===== src/design/fsi_pkg.sv =====
/*
  Constants for the fieldbus status indicator: slave states, fault codes,
  display phases, drive states and blink timing.
  Assumes a 10 MHz system clock.
*/
package fsi_pkg;

  // System clock rate in Hz
  localparam int unsigned CLK_HZ       = 10_000_000;
  // Blink half period in ms
  localparam int unsigned BLINK_HALF_MS = 200;
  // Blink half period in clock cycles
  localparam int unsigned BLINK_HALF_CYC = (CLK_HZ / 1000) * BLINK_HALF_MS;
  // Prescaler width
  localparam int unsigned PRE_W        = 24;

  // Slave state codes, as reported by the communication controller
  typedef enum logic [1:0] {
    FSI_ST_INIT   = 2'h0,
    FSI_ST_PREOP  = 2'h1,
    FSI_ST_SAFEOP = 2'h2,
    FSI_ST_OP     = 2'h3
  } fsi_slave_state_t;

  // Error group for network faults
  localparam logic [7:0] ERR_GROUP    = 8'h14;
  // Error locations, two BCD digits
  localparam logic [7:0] LOC_WATCHDOG = 8'h01;
  localparam logic [7:0] LOC_CFG_MEM  = 8'h02;
  localparam logic [7:0] LOC_RAM      = 8'h03;
  localparam logic [7:0] LOC_CONFIG   = 8'h04;
  localparam logic [7:0] LOC_SM2_DATA = 8'h05;
  localparam logic [7:0] LOC_LOCAL    = 8'h06;
  // Number of fault sources
  localparam int unsigned N_FAULT     = 6;

  // Drive states held while the power stage is not released
  localparam logic [2:0] DRV_NOT_READY    = 3'h1;
  localparam logic [2:0] DRV_ON_DISABLED  = 3'h2;

  // Display phases of the fault sequence
  typedef enum logic [1:0] {
    FSI_PH_ER  = 2'h0,
    FSI_PH_GRP = 2'h1,
    FSI_PH_LOC = 2'h2,
    FSI_PH_GAP = 2'h3
  } fsi_phase_t;

endpackage


===== src/design/fsi_indicator.sv =====
/*
  Status indication for a servo drive's fieldbus slave: port link/activity
  LEDs, physical link LEDs, run LED, fault code on a two-digit display,
  ring closure of an open output port and power-stage release gating.
  Assumes the PHY link and activity inputs and the enable pins are
  asynchronous; controller state and fault pulses are on mclk_i.
*/
// Summary of operation
// Link/activity LED off, on, or blinking.
// Compact variant PHY LED shows link only.
// Run LED follows slave state pattern.
// Watchdog expiry shows error 14 01.
// Bad config memory shows error 14 02.
// Internal RAM fault shows error 14 03.
// Invalid network configuration shows 14 04.
// Missing Sync Manager 2 data shows 14 05.
// Local interface error shows 14 06.
// Open output port loops transmit to receive.
// Master feeds first slave's input port.
// Without both enables, drive stays state 1/2.
// Patterns come from programmable clock prescaler.
`timescale 1ns/1ns
module fsi_indicator
  import fsi_pkg::*;
#(
  parameter int unsigned BLINK_HALF = BLINK_HALF_CYC  // Default blink half period
) (
  input  wire logic             mclk_i,                  // System clock
  input  wire logic             rst_n_i,                 // Async reset, active low
  input  wire logic             compact_variant_i,       // Compact variant strap
  input  wire logic [PRE_W-1:0] prescale_i,              // Blink half period, 0 = default
  input  wire logic             in_link_i,               // Input port PHY link (pin)
  input  wire logic             in_act_i,                // Input port traffic (pin)
  input  wire logic             out_link_i,              // Output port PHY link (pin)
  input  wire logic             out_act_i,               // Output port traffic (pin)
  input  wire logic [1:0]       slave_state_i,           // Slave state, same clock
  input  wire logic [N_FAULT-1:0] fault_i,               // Fault pulses, same clock
  input  wire logic             fault_ack_i,             // Clear shown fault
  input  wire logic             power_stage_hw_enable_i, // Hardware enable pin
  input  wire logic             torque_off_release_input_i, // Torque-off release pin
  output logic                  in_la_led_o,             // Input port link/activity LED
  output logic                  out_la_led_o,            // Output port link/activity LED
  output logic                  in_phy_led_o,            // Input port PHY link LED
  output logic                  out_phy_led_o,           // Output port PHY link LED
  output logic                  run_state_indicator_o,   // Run LED
  output logic                  ring_loop_o,             // Output port looped back
  output logic                  power_release_o,         // Drive may leave states 1/2
  output logic                  fault_active_o,          // A fault code is shown
  output logic [7:0]            disp_o                   // Two BCD digits or code
);

  // Synchronised pin levels
  logic in_link, in_act, out_link, out_act, hw_en, torque_rel;
  logic [5:0] pins_raw;
  logic [5:0] pins_s;
  assign pins_raw = {in_link_i, in_act_i, out_link_i, out_act_i,
                     power_stage_hw_enable_i, torque_off_release_input_i};
  assign {in_link, in_act, out_link, out_act, hw_en, torque_rel} = pins_s;

  // One synchroniser per pin
  genvar g;
  generate
    for (g = 0; g < 6; g++) begin : g_sync
      fsi_sync u_sync (
        .mclk_i  (mclk_i),
        .rst_n_i (rst_n_i),
        .pin_i   (pins_raw[g]),
        .level_o (pins_s[g])
      );
    end
  endgenerate

  // Prescaler and pattern counters
  logic [PRE_W-1:0] pre_cnt;     // Cycle count within half period
  logic [PRE_W-1:0] half_len;    // Selected half period
  logic             blink;       // Square wave
  logic [2:0]       flash_ph;    // Single-flash phase, 0 = lit
  logic             tick;        // End of half period

  // Zero selects the built-in default
  assign half_len = (prescale_i == '0) ? PRE_W'(BLINK_HALF) : prescale_i;
  assign tick     = (pre_cnt >= half_len - PRE_W'(1));

  // Half-period prescaler
  always_ff @(posedge mclk_i or negedge rst_n_i) begin
    if (!rst_n_i) begin
      pre_cnt <= '0;
    end else if (tick) begin
      pre_cnt <= '0;
    end else begin
      pre_cnt <= pre_cnt + PRE_W'(1);
    end
  end

  // Blink and single-flash phase advance
  always_ff @(posedge mclk_i or negedge rst_n_i) begin
    if (!rst_n_i) begin
      blink    <= 1'b0;
      flash_ph <= 3'h0;
    end else if (tick) begin
      blink    <= ~blink;
      flash_ph <= (flash_ph == 3'h5) ? 3'h0 : flash_ph + 3'h1;
    end
  end

  // Link/activity and PHY link LEDs
  always_ff @(posedge mclk_i or negedge rst_n_i) begin
    if (!rst_n_i) begin
      in_la_led_o   <= 1'b0;
      out_la_led_o  <= 1'b0;
      in_phy_led_o  <= 1'b0;
      out_phy_led_o <= 1'b0;
    end else begin
      in_la_led_o   <= in_link & (in_act ? blink : 1'b1);
      out_la_led_o  <= out_link & (out_act ? blink : 1'b1);
      in_phy_led_o  <= compact_variant_i & in_link;
      out_phy_led_o <= compact_variant_i & out_link;
    end
  end

  // Run LED pattern from slave state
  always_ff @(posedge mclk_i or negedge rst_n_i) begin
    if (!rst_n_i) begin
      run_state_indicator_o <= 1'b0;
    end else begin
      unique case (fsi_slave_state_t'(slave_state_i))
        FSI_ST_INIT:   run_state_indicator_o <= 1'b0;
        FSI_ST_PREOP:  run_state_indicator_o <= blink;
        FSI_ST_SAFEOP: run_state_indicator_o <= (flash_ph == 3'h0);
        FSI_ST_OP:     run_state_indicator_o <= 1'b1;
      endcase
    end
  end

  // Ring closure: loop when output port has no link; master sits upstream
  always_ff @(posedge mclk_i or negedge rst_n_i) begin
    if (!rst_n_i) begin
      ring_loop_o <= 1'b1;
    end else begin
      ring_loop_o <= ~out_link;
    end
  end

  // Power stage release needs both enables
  always_ff @(posedge mclk_i or negedge rst_n_i) begin
    if (!rst_n_i) begin
      power_release_o <= 1'b0;
    end else begin
      power_release_o <= hw_en & torque_rel;
    end
  end

  // Latched fault; lowest index wins when several arrive together
  logic [7:0] next_loc;
  logic       any_fault;
  always_comb begin
    next_loc = 8'h00;
    for (int i = N_FAULT - 1; i >= 0; i--) begin
      if (fault_i[i]) next_loc = 8'(i + 1);
    end
  end
  assign any_fault = |fault_i;

  logic [7:0] loc;  // Shown fault location
  // New fault wins over a simultaneous acknowledge
  always_ff @(posedge mclk_i or negedge rst_n_i) begin
    if (!rst_n_i) begin
      fault_active_o <= 1'b0;
      loc            <= 8'h00;
    end else if (any_fault) begin
      fault_active_o <= 1'b1;
      loc            <= next_loc;
    end else if (fault_ack_i) begin
      fault_active_o <= 1'b0;
    end
  end

  // Display sequence Er, group, location, blank
  fsi_phase_t phase;
  always_ff @(posedge mclk_i or negedge rst_n_i) begin
    if (!rst_n_i) begin
      phase <= FSI_PH_ER;
    end else if (!fault_active_o || any_fault) begin
      phase <= FSI_PH_ER;
    end else if (tick && blink) begin
      phase <= fsi_phase_t'(phase + 2'h1);
    end
  end

  // Display data; 8'hee stands for "Er", 8'hff blank
  always_ff @(posedge mclk_i or negedge rst_n_i) begin
    if (!rst_n_i) begin
      disp_o <= 8'hff;
    end else if (!fault_active_o) begin
      disp_o <= 8'hff;
    end else begin
      unique case (phase)
        FSI_PH_ER:  disp_o <= 8'hee;
        FSI_PH_GRP: disp_o <= ERR_GROUP;
        FSI_PH_LOC: disp_o <= loc;
        FSI_PH_GAP: disp_o <= 8'hff;
      endcase
    end
  end
endmodule // fsi_indicator


===== src/design/fsi_sync.sv =====
/*
  Three-flip-flop synchroniser for one pin input with agreement filter.
  Assumes the pin is asynchronous to mclk_i.
*/
`timescale 1ns/1ns
module fsi_sync (
  input  wire logic mclk_i,   // System clock
  input  wire logic rst_n_i,  // Async reset, active low
  input  wire logic pin_i,    // Raw pin level
  output logic      level_o   // Filtered level
);

  logic s1;  // First stage, read only by s2
  logic s2;  // Second stage
  logic s3;  // Third stage

  // Shift chain
  always_ff @(posedge mclk_i or negedge rst_n_i) begin
    if (!rst_n_i) begin
      s1 <= 1'b0;
      s2 <= 1'b0;
      s3 <= 1'b0;
    end else begin
      s1 <= pin_i;
      s2 <= s1;
      s3 <= s2;
    end
  end

  // Accept a change once stages two and three agree
  always_ff @(posedge mclk_i or negedge rst_n_i) begin
    if (!rst_n_i) begin
      level_o <= 1'b0;
    end else if (s2 == s3) begin
      level_o <= s3;
    end
  end

endmodule // fsi_sync


===== config.mk =====
export PLATFORM = sky130hd
export DESIGN_NAME = fsi_indicator
export DESIGN_NICKNAME = d
export VERILOG_FILES = /design/src/design/fsi_pkg.sv /design/src/design/fsi_indicator.sv /design/src/design/fsi_sync.sv
export SDC_FILE = /design/constraint.sdc
export NUM_CORES = 1
export LEC_CHECK = 0
export BUFFER_PORTS_ARGS = -buffer_cell sky130_fd_sc_hd__buf_2
export CAP_MARGIN = 10
export CORE_MARGIN = 5
export CORE_UTILIZATION = 47
export DETAILED_ROUTE_END_ITERATION = 6
export MAX_ROUTING_LAYER = met4
export PLACE_DENSITY = 0.71
export SKIP_CTS_REPAIR_TIMING = 1
export SYNTH_ARGS = -nofsm -noshare
export SYNTH_HDL_FRONTEND = slang
export SYNTH_SLANG_ARGS = --single-unit
export TNS_END_PERCENT = 100

===== constraint.sdc =====
create_clock -name mclk_i -period 2.1 [get_ports mclk_i]
set_input_delay 0.21 -clock mclk_i [delete_from_list [all_inputs] [get_ports mclk_i]]
set_output_delay 0.21 -clock mclk_i [all_outputs]
set_load 0.01 [all_outputs]

Word level (Yosys, flattened, before mapping)
Cells that the tools add are included.

word-level totals
  word-level logic and storage cells = 91
  input port bits = 42
  output and inout port bits = 16
  flip-flop bits (word level) = 78

operators by class
  bitwise gates (word level) = 7
  $add $sub $neg = 4
  $lt $le $gt $ge = 1
  reduce and logical (&&, ||, !) cells = 10
  multiplexer cells = 18
  equal/unequal tests = 13

operators by type and width
  kind                                                                    count
  24-bit 2-to-1 mux                                                       2
  8-bit 2-to-1 mux                                                        6
  8-bit one-hot mux with 4 select lines                                   1
  24-bit by 1-bit adder with 24-bit output (second input constant)        1
  24-bit greater-or-equal comparator                                      1
  24-bit zero test                                                        1
  24-bit by 1-bit subtractor with 24-bit output (second input constant)   1
  2-bit equality test (second input constant)                             4
  1-bit equality test                                                     6
  3-bit 2-to-1 mux                                                        2
  6-bit OR reduction                                                      1
  1-bit AND                                                               5
  2-bit by 1-bit equality test with 1-bit output (second input constant)  2
  2-bit zero test                                                         2
  1-bit 2-to-1 mux                                                        4
  2-bit 2-to-1 mux                                                        2
  1-bit one-hot mux with 4 select lines                                   1
  2-bit nonzero test                                                      2
  3-bit by 1-bit adder with 3-bit output (second input constant)          1
  3-bit equality test (second input constant)                             1
  3-bit zero test                                                         1
  2-bit by 1-bit adder with 2-bit output (second input constant)          1
  1-bit inverter                                                          2
  1-bit logical AND                                                       1
  other kinds (2)                                                         2

Logic depth before layout (Yosys ltp)
  depth after elaboration = 7
  gate-level depth with buffers = 16
  mapped depth without buffers = 14

Cells and area by module
Synthesis repeated with hierarchy kept, for this count alone.

second synthesis, totals
  cells, all modules = 367
  area total of the unflattened synthesis = 3769.9 um^2

modules (own cells, without submodules)
  module         sequential area each (um^2)  cells each  instances  area each (um^2)
  fsi_indicator  1158.6                       337         1          3101.7
  fsi_sync       100.1                        5           6          111.4

Worst setup path after synthesis
Ideal clock, no wire load.

  path type = input -> register
  from = input prescale_i[9]
  to = register pre_cnt[10]
  required time = 2.029 ns
  path slack = -1.024 ns
  path buffers = 2
  stages = 15
  arrival time = 3.052 ns
  cell sequence = nor4_2 > nand4b_1 > nor4b_4 > nor2_4 > nand4_1 > xor2_1 > ha_1 > a21oi_1 > o21ai_0 > a211oi_1 > o211ai_1 > or2_2 > buf_2 > buf_2 > nor2_1

between the ends
  cells in the longest elaborated chain, start to end = 5

ends and longest elaborated chain
  item                                             line                 RTL
  start, declared                                  fsi_indicator.sv:31  input wire logic [PRE_W-1:0] prescale_i,
  24-bit zero test                                 fsi_indicator.sv:81  assign half_len = (prescale_i == '0) ? PRE_W'(BLINK_HALF) : prescale_i;
  24-bit 2-to-1 mux *                              fsi_indicator.sv:81
  24-bit by 1-bit subtractor with 24-bit output *  fsi_indicator.sv:82  assign tick = (pre_cnt >= half_len - PRE_W'(1));
  24-bit greater-or-equal comparator *             fsi_indicator.sv:82
  24-bit 2-to-1 mux *                              fsi_indicator.sv:88  end else if (tick) begin
  end signal, assigned                             fsi_indicator.sv:91  pre_cnt <= pre_cnt + PRE_W'(1);
  end, declared                                    fsi_indicator.sv:74  logic [PRE_W-1:0] pre_cnt;

Mark *: on every way between the ends. The rest lies on a longest branch, timed or not.
A chain may end at the register's enable or synchronous reset.

Worst setup path in the final report
  from = input prescale_i[9]
  to = register phase[1]

between the ends
  cells in the longest elaborated chain, start to end = 6

ends and longest elaborated chain
  item                                             line                  RTL
  24-bit zero test                                 fsi_indicator.sv:81
  24-bit 2-to-1 mux *                              fsi_indicator.sv:81
  24-bit by 1-bit subtractor with 24-bit output *  fsi_indicator.sv:82
  24-bit greater-or-equal comparator *             fsi_indicator.sv:82
  1-bit logical AND *                              fsi_indicator.sv:185  end else if (tick && blink) begin
  2-bit nonzero test (no line) *                   n/a
  end signal, assigned                             fsi_indicator.sv:186  phase <= fsi_phase_t'(phase + 2'h1);
  end, declared                                    fsi_indicator.sv:179  fsi_phase_t phase;

Marks and branches as above.

==> impl_metrics.toml <==
[status]
status = "finished with violations"
violations = "negative setup slack"

[power]
p_sw_mw = 1.23
p_comb_frac = 0.285
ir_drop_uv = 607
swShare = 0.325
clockPowerShare = 0.268
cellInternalPower_mw = 2.56
p_leak_nw = 2.36
p_seq_frac = 0.447
power.density_mw_per_mm2 = 759

[worst_setup_path]
cp_max_fo = 5
worstPathRequired_ns = 2.38
end_kind = "flip-flop"
critPathKind = "in -> reg"
critPathArrivalTime_ns = 3.28
start_kind = "input port"

[global_route]
grt_pass1_vias = 3045
grt_max_degree = 27
grtUsageTotal = 0.169
antenna_found_initial = 0
grt_overflow = 0
grt_pass1_wl_mm = 13.2

[route]
vias = 3073
wirelength_mm = 7.99
antenna_left = 0
drc = 0
drt-pass1-iter-count = 4
via_per_inst = 5.11
drtIter0Drc = 117
routedWlPerCell_um = 13.3

[cts]
cts_tree = "yes"
numClockSinks = 70
cts_buffers = 9
clockBufferDepth = 2
htree_levels = 3
clk_latency_ns = 0.34
clk_pin_slew_worst_paths_ns = 0.08
cts_root_buf = "clkbuf_8"

[timing]
fmax_mhz = 333
setup_viol = 30
worst_clock_skew_ns = 0.00543
hold_viol_final = 0
worst_hold_slack_ns = 0.0382
slew_headroom = 0.704
tightest_slew_ns = 0.442
worst_slack_ns = -0.901
slew_viol_final = 0
period_needed_ns = 3.00
post-route-period-util = 1.43
rsz0062_at_grt = "true"

[job]
cap_violations = 0

[die]
rows = 32
die_h_um = 98.9
dieArea_mm2 = 0.00977
ioPinCount = 58
die_w_um = 98.9
start_util = 0.480
coreArea_mm2 = 0.00773

[logic_synthesis]
yosysUniqueCellTypes = 44
post_synth_xor_area_fraction = 0.104
synthCells = 359
synth_area_mm2 = 0.00371
synthArstFlopShare = 1.00
synthMuxAreaShare = 0.00877
ys_warn_count = 0
synth_edf_count = 0
synth_compound_area_frac = 0.0620
ys_ff_latch = 70
ys_dominant_reg_cell = "dfrtp_1"
synth-simple-area-share = 0.212
synth_top_family_by_area = "simple AND/OR/NAND/NOR gates"
synthesis.nets = 431
synth_fa_ha_area_frac = 0.117
syn_avg_cell_area_um2 = 10.3
ys_seq_area_frac = 0.474

[worst_hold_path]
hp-class = "in -> reg"

[cells_and_area]
fin_nets = 566
drive_gt1_frac = 0.363
diodes = 0
syn_to_final_growth_pct = 34.8

[placement]
pre_cts_slack_ns = -1.27
globalplace.congestion = 0.841
dp_hpwl_mm = 6.18
port-buffer-count = 57
==> layout by cell type, fill, tap and decap left out, types with 3 or more instances in the layout <==
cell type | Yosys | final
buf_2 | 3 | 55
clkbuf_8 | 0 | 9
maj3_1 | 6 | 6
nand3_1 | 13 | 12
nand4_1 | 11 | 11
a21oi_1 | 14 | 12
ha_1 | 30 | 30
and3_1 | 7 | 7
nor2_2 | 0 | 14
buf_4 | 3 | 66
xor2_1 | 31 | 31
nor4_2 | 4 | 4
nor3_1 | 15 | 14
inv_1 | 10 | 10
dfstp_2 | 6 | 6
inv_6 | 0 | 4
nor2_1 | 47 | 33
o211ai_1 | 3 | 3
nand2_1 | 26 | 26
o21ai_0 | 10 | 7
and4_1 | 4 | 4
xnor2_1 | 13 | 13
dlygate4sd3_1 | 0 | 7
dfrtp_1 | 64 | 64
and2_1 | 5 | 5
==> synth_stat cells (2+ instances only) <==
cell type	number	area, um2
dfrtp_1	64	1600
nor2_1	47	176
xor2_1	31	272
ha_1	30	375
nand2_1	26	97.6
nor3_1	15	75.1
a21oi_1	14	70.1
nand3_1	13	65.1
xnor2_1	13	114
nand4_1	11	68.8
inv_1	10	37.5
o21ai_0	10	50.1
and3_1	7	43.8
dfstp_2	6	158
maj3_1	6	60.1
and2_1	5	31.3
and4_1	4	35.0
nor4_2	4	50.1
a211oi_1	3	22.5
buf_2	3	15.0
buf_4	3	22.5
nor2b_1	3	18.8
o211ai_1	3	22.5
or3_1	3	18.8
clkbuf_1	2	7.51
mux2_2	2	22.5
nor4_1	2	12.5
or2_2	2	12.5
or4_1	2	15.0
==> through the flow <==
stage	instances	area (um2)	total power [mW]	TNS, ns	util
final	601	5000	3.80	-25.53	0.647
after global routing	601	5000	4.05	-30.41	0.647
after CTS	592	4800	3.73	-24.84	0.621
after detailed placement	576	4620	2.70	-35.78	0.597
after global placement	576	4620	2.65	-32.92	0.597
after floorplan	359	3750	2.25	-26.35	-
==> routing by layer <==
metal / vias to the layer above / wire length, um / global-route usage
met1: 1481 / 3430 / 0.206
met5: - / 0 / -
met3: 18 / 274 / 0.0432
li1: 1526 / - / -
met4: 0 / 125 / 0.0420
met2: 48 / 4160 / 0.282
==> logic make-up after synthesis <==
kind of cell,after synthesis
XOR/XNOR,44
AND/OR/NAND/NOR,150
buffers and inverters,18
AO/OA/AOI/OAI,38
flip-flops,70
multiplexers,3
adder cells (fa/ha/maj),36
==> state kept, by name, indices dropped and copies added (netlist names) <==
signal	flops
blink	1
disp_o	5
fault_active_o	1
flash_ph	3
g_sync.u_sync.level_o	6
g_sync.u_sync.s1	6
g_sync.u_sync.s2	6
g_sync.u_sync.s3	6
in_la_led_o	1
in_phy_led_o	1
loc	3
out_la_led_o	1
out_phy_led_o	1
phase	2
power_release_o	1
pre_cnt	24
ring_loop_o	1
run_state_indicator_o	1
==> path summary, 6_finish.rpt <==
| path | start | to | slack, ns | cells after the start |
|---|---|---|---|---|
| worst max-delay path | prescale_i[9] | phase[1]$_DFFE_PN0P_ | -0.90 | 14 |
| worst min-delay path | fault_i[0] | loc[1]$_DFFE_PN0P_ | 0.04 | 2 |
| worst max register to register | pre_cnt[0]$_DFF_PN0_ | phase[1]$_DFFE_PN0P_ | -0.16 | 9 |
| worst min register to register | g_sync[0].u_sync.s1$_DFF_PN0_ | g_sync[0].u_sync.s2$_DFF_PN0_ | 0.35 | 0 |
| max in group asynchronous | rst_n_i | pre_cnt[7]$_DFF_PN0_ | 1.08 | 3 |
| min in group asynchronous | rst_n_i | fault_active_o$_DFFE_PN0P_ | 0.33 | 2 |
==> cell type report <==
class	count	area, um2
Timing Repair Buffer	132	907
Fill cell	636	2730
Tap cell	102	128
Multi-Input combinational cell	271	1980
Clock inverter	7	62.6
Inverter	10	37.5
Clock buffer	9	124
Sequential cell	70	1760
==> power groups by stage <==
| stage | Sequential (mW) | Combinational, mW | Clock [mW] |
|---|---|---|---|
| after floorplan | 1.73 | 0.519 | 0 |
| after global placement | 1.71 | 0.938 | 0 |
| after detailed placement | 1.72 | 0.980 | 0 |
| after CTS | 1.69 | 0.986 | 1.05 |
| after global routing | 1.72 | 1.21 | 1.11 |
| final | 1.70 | 1.08 | 1.02 |
==> critical path: stages <==
cell	delay, ns
buf_8	0.10
nor4_4	0.27
nand2_1	0.11
nor4_2	0.30
nand2_1	0.13
or3_4	0.41
mux2i_1	0.14
ha_1	0.34
nand4_1	0.14
nor3_2	0.06
a211oi_2	0.22
o211ai_1	0.21
or4_1	0.55
nand3_1	0.08
Note: power is estimated with default switching activity, not from simulation.
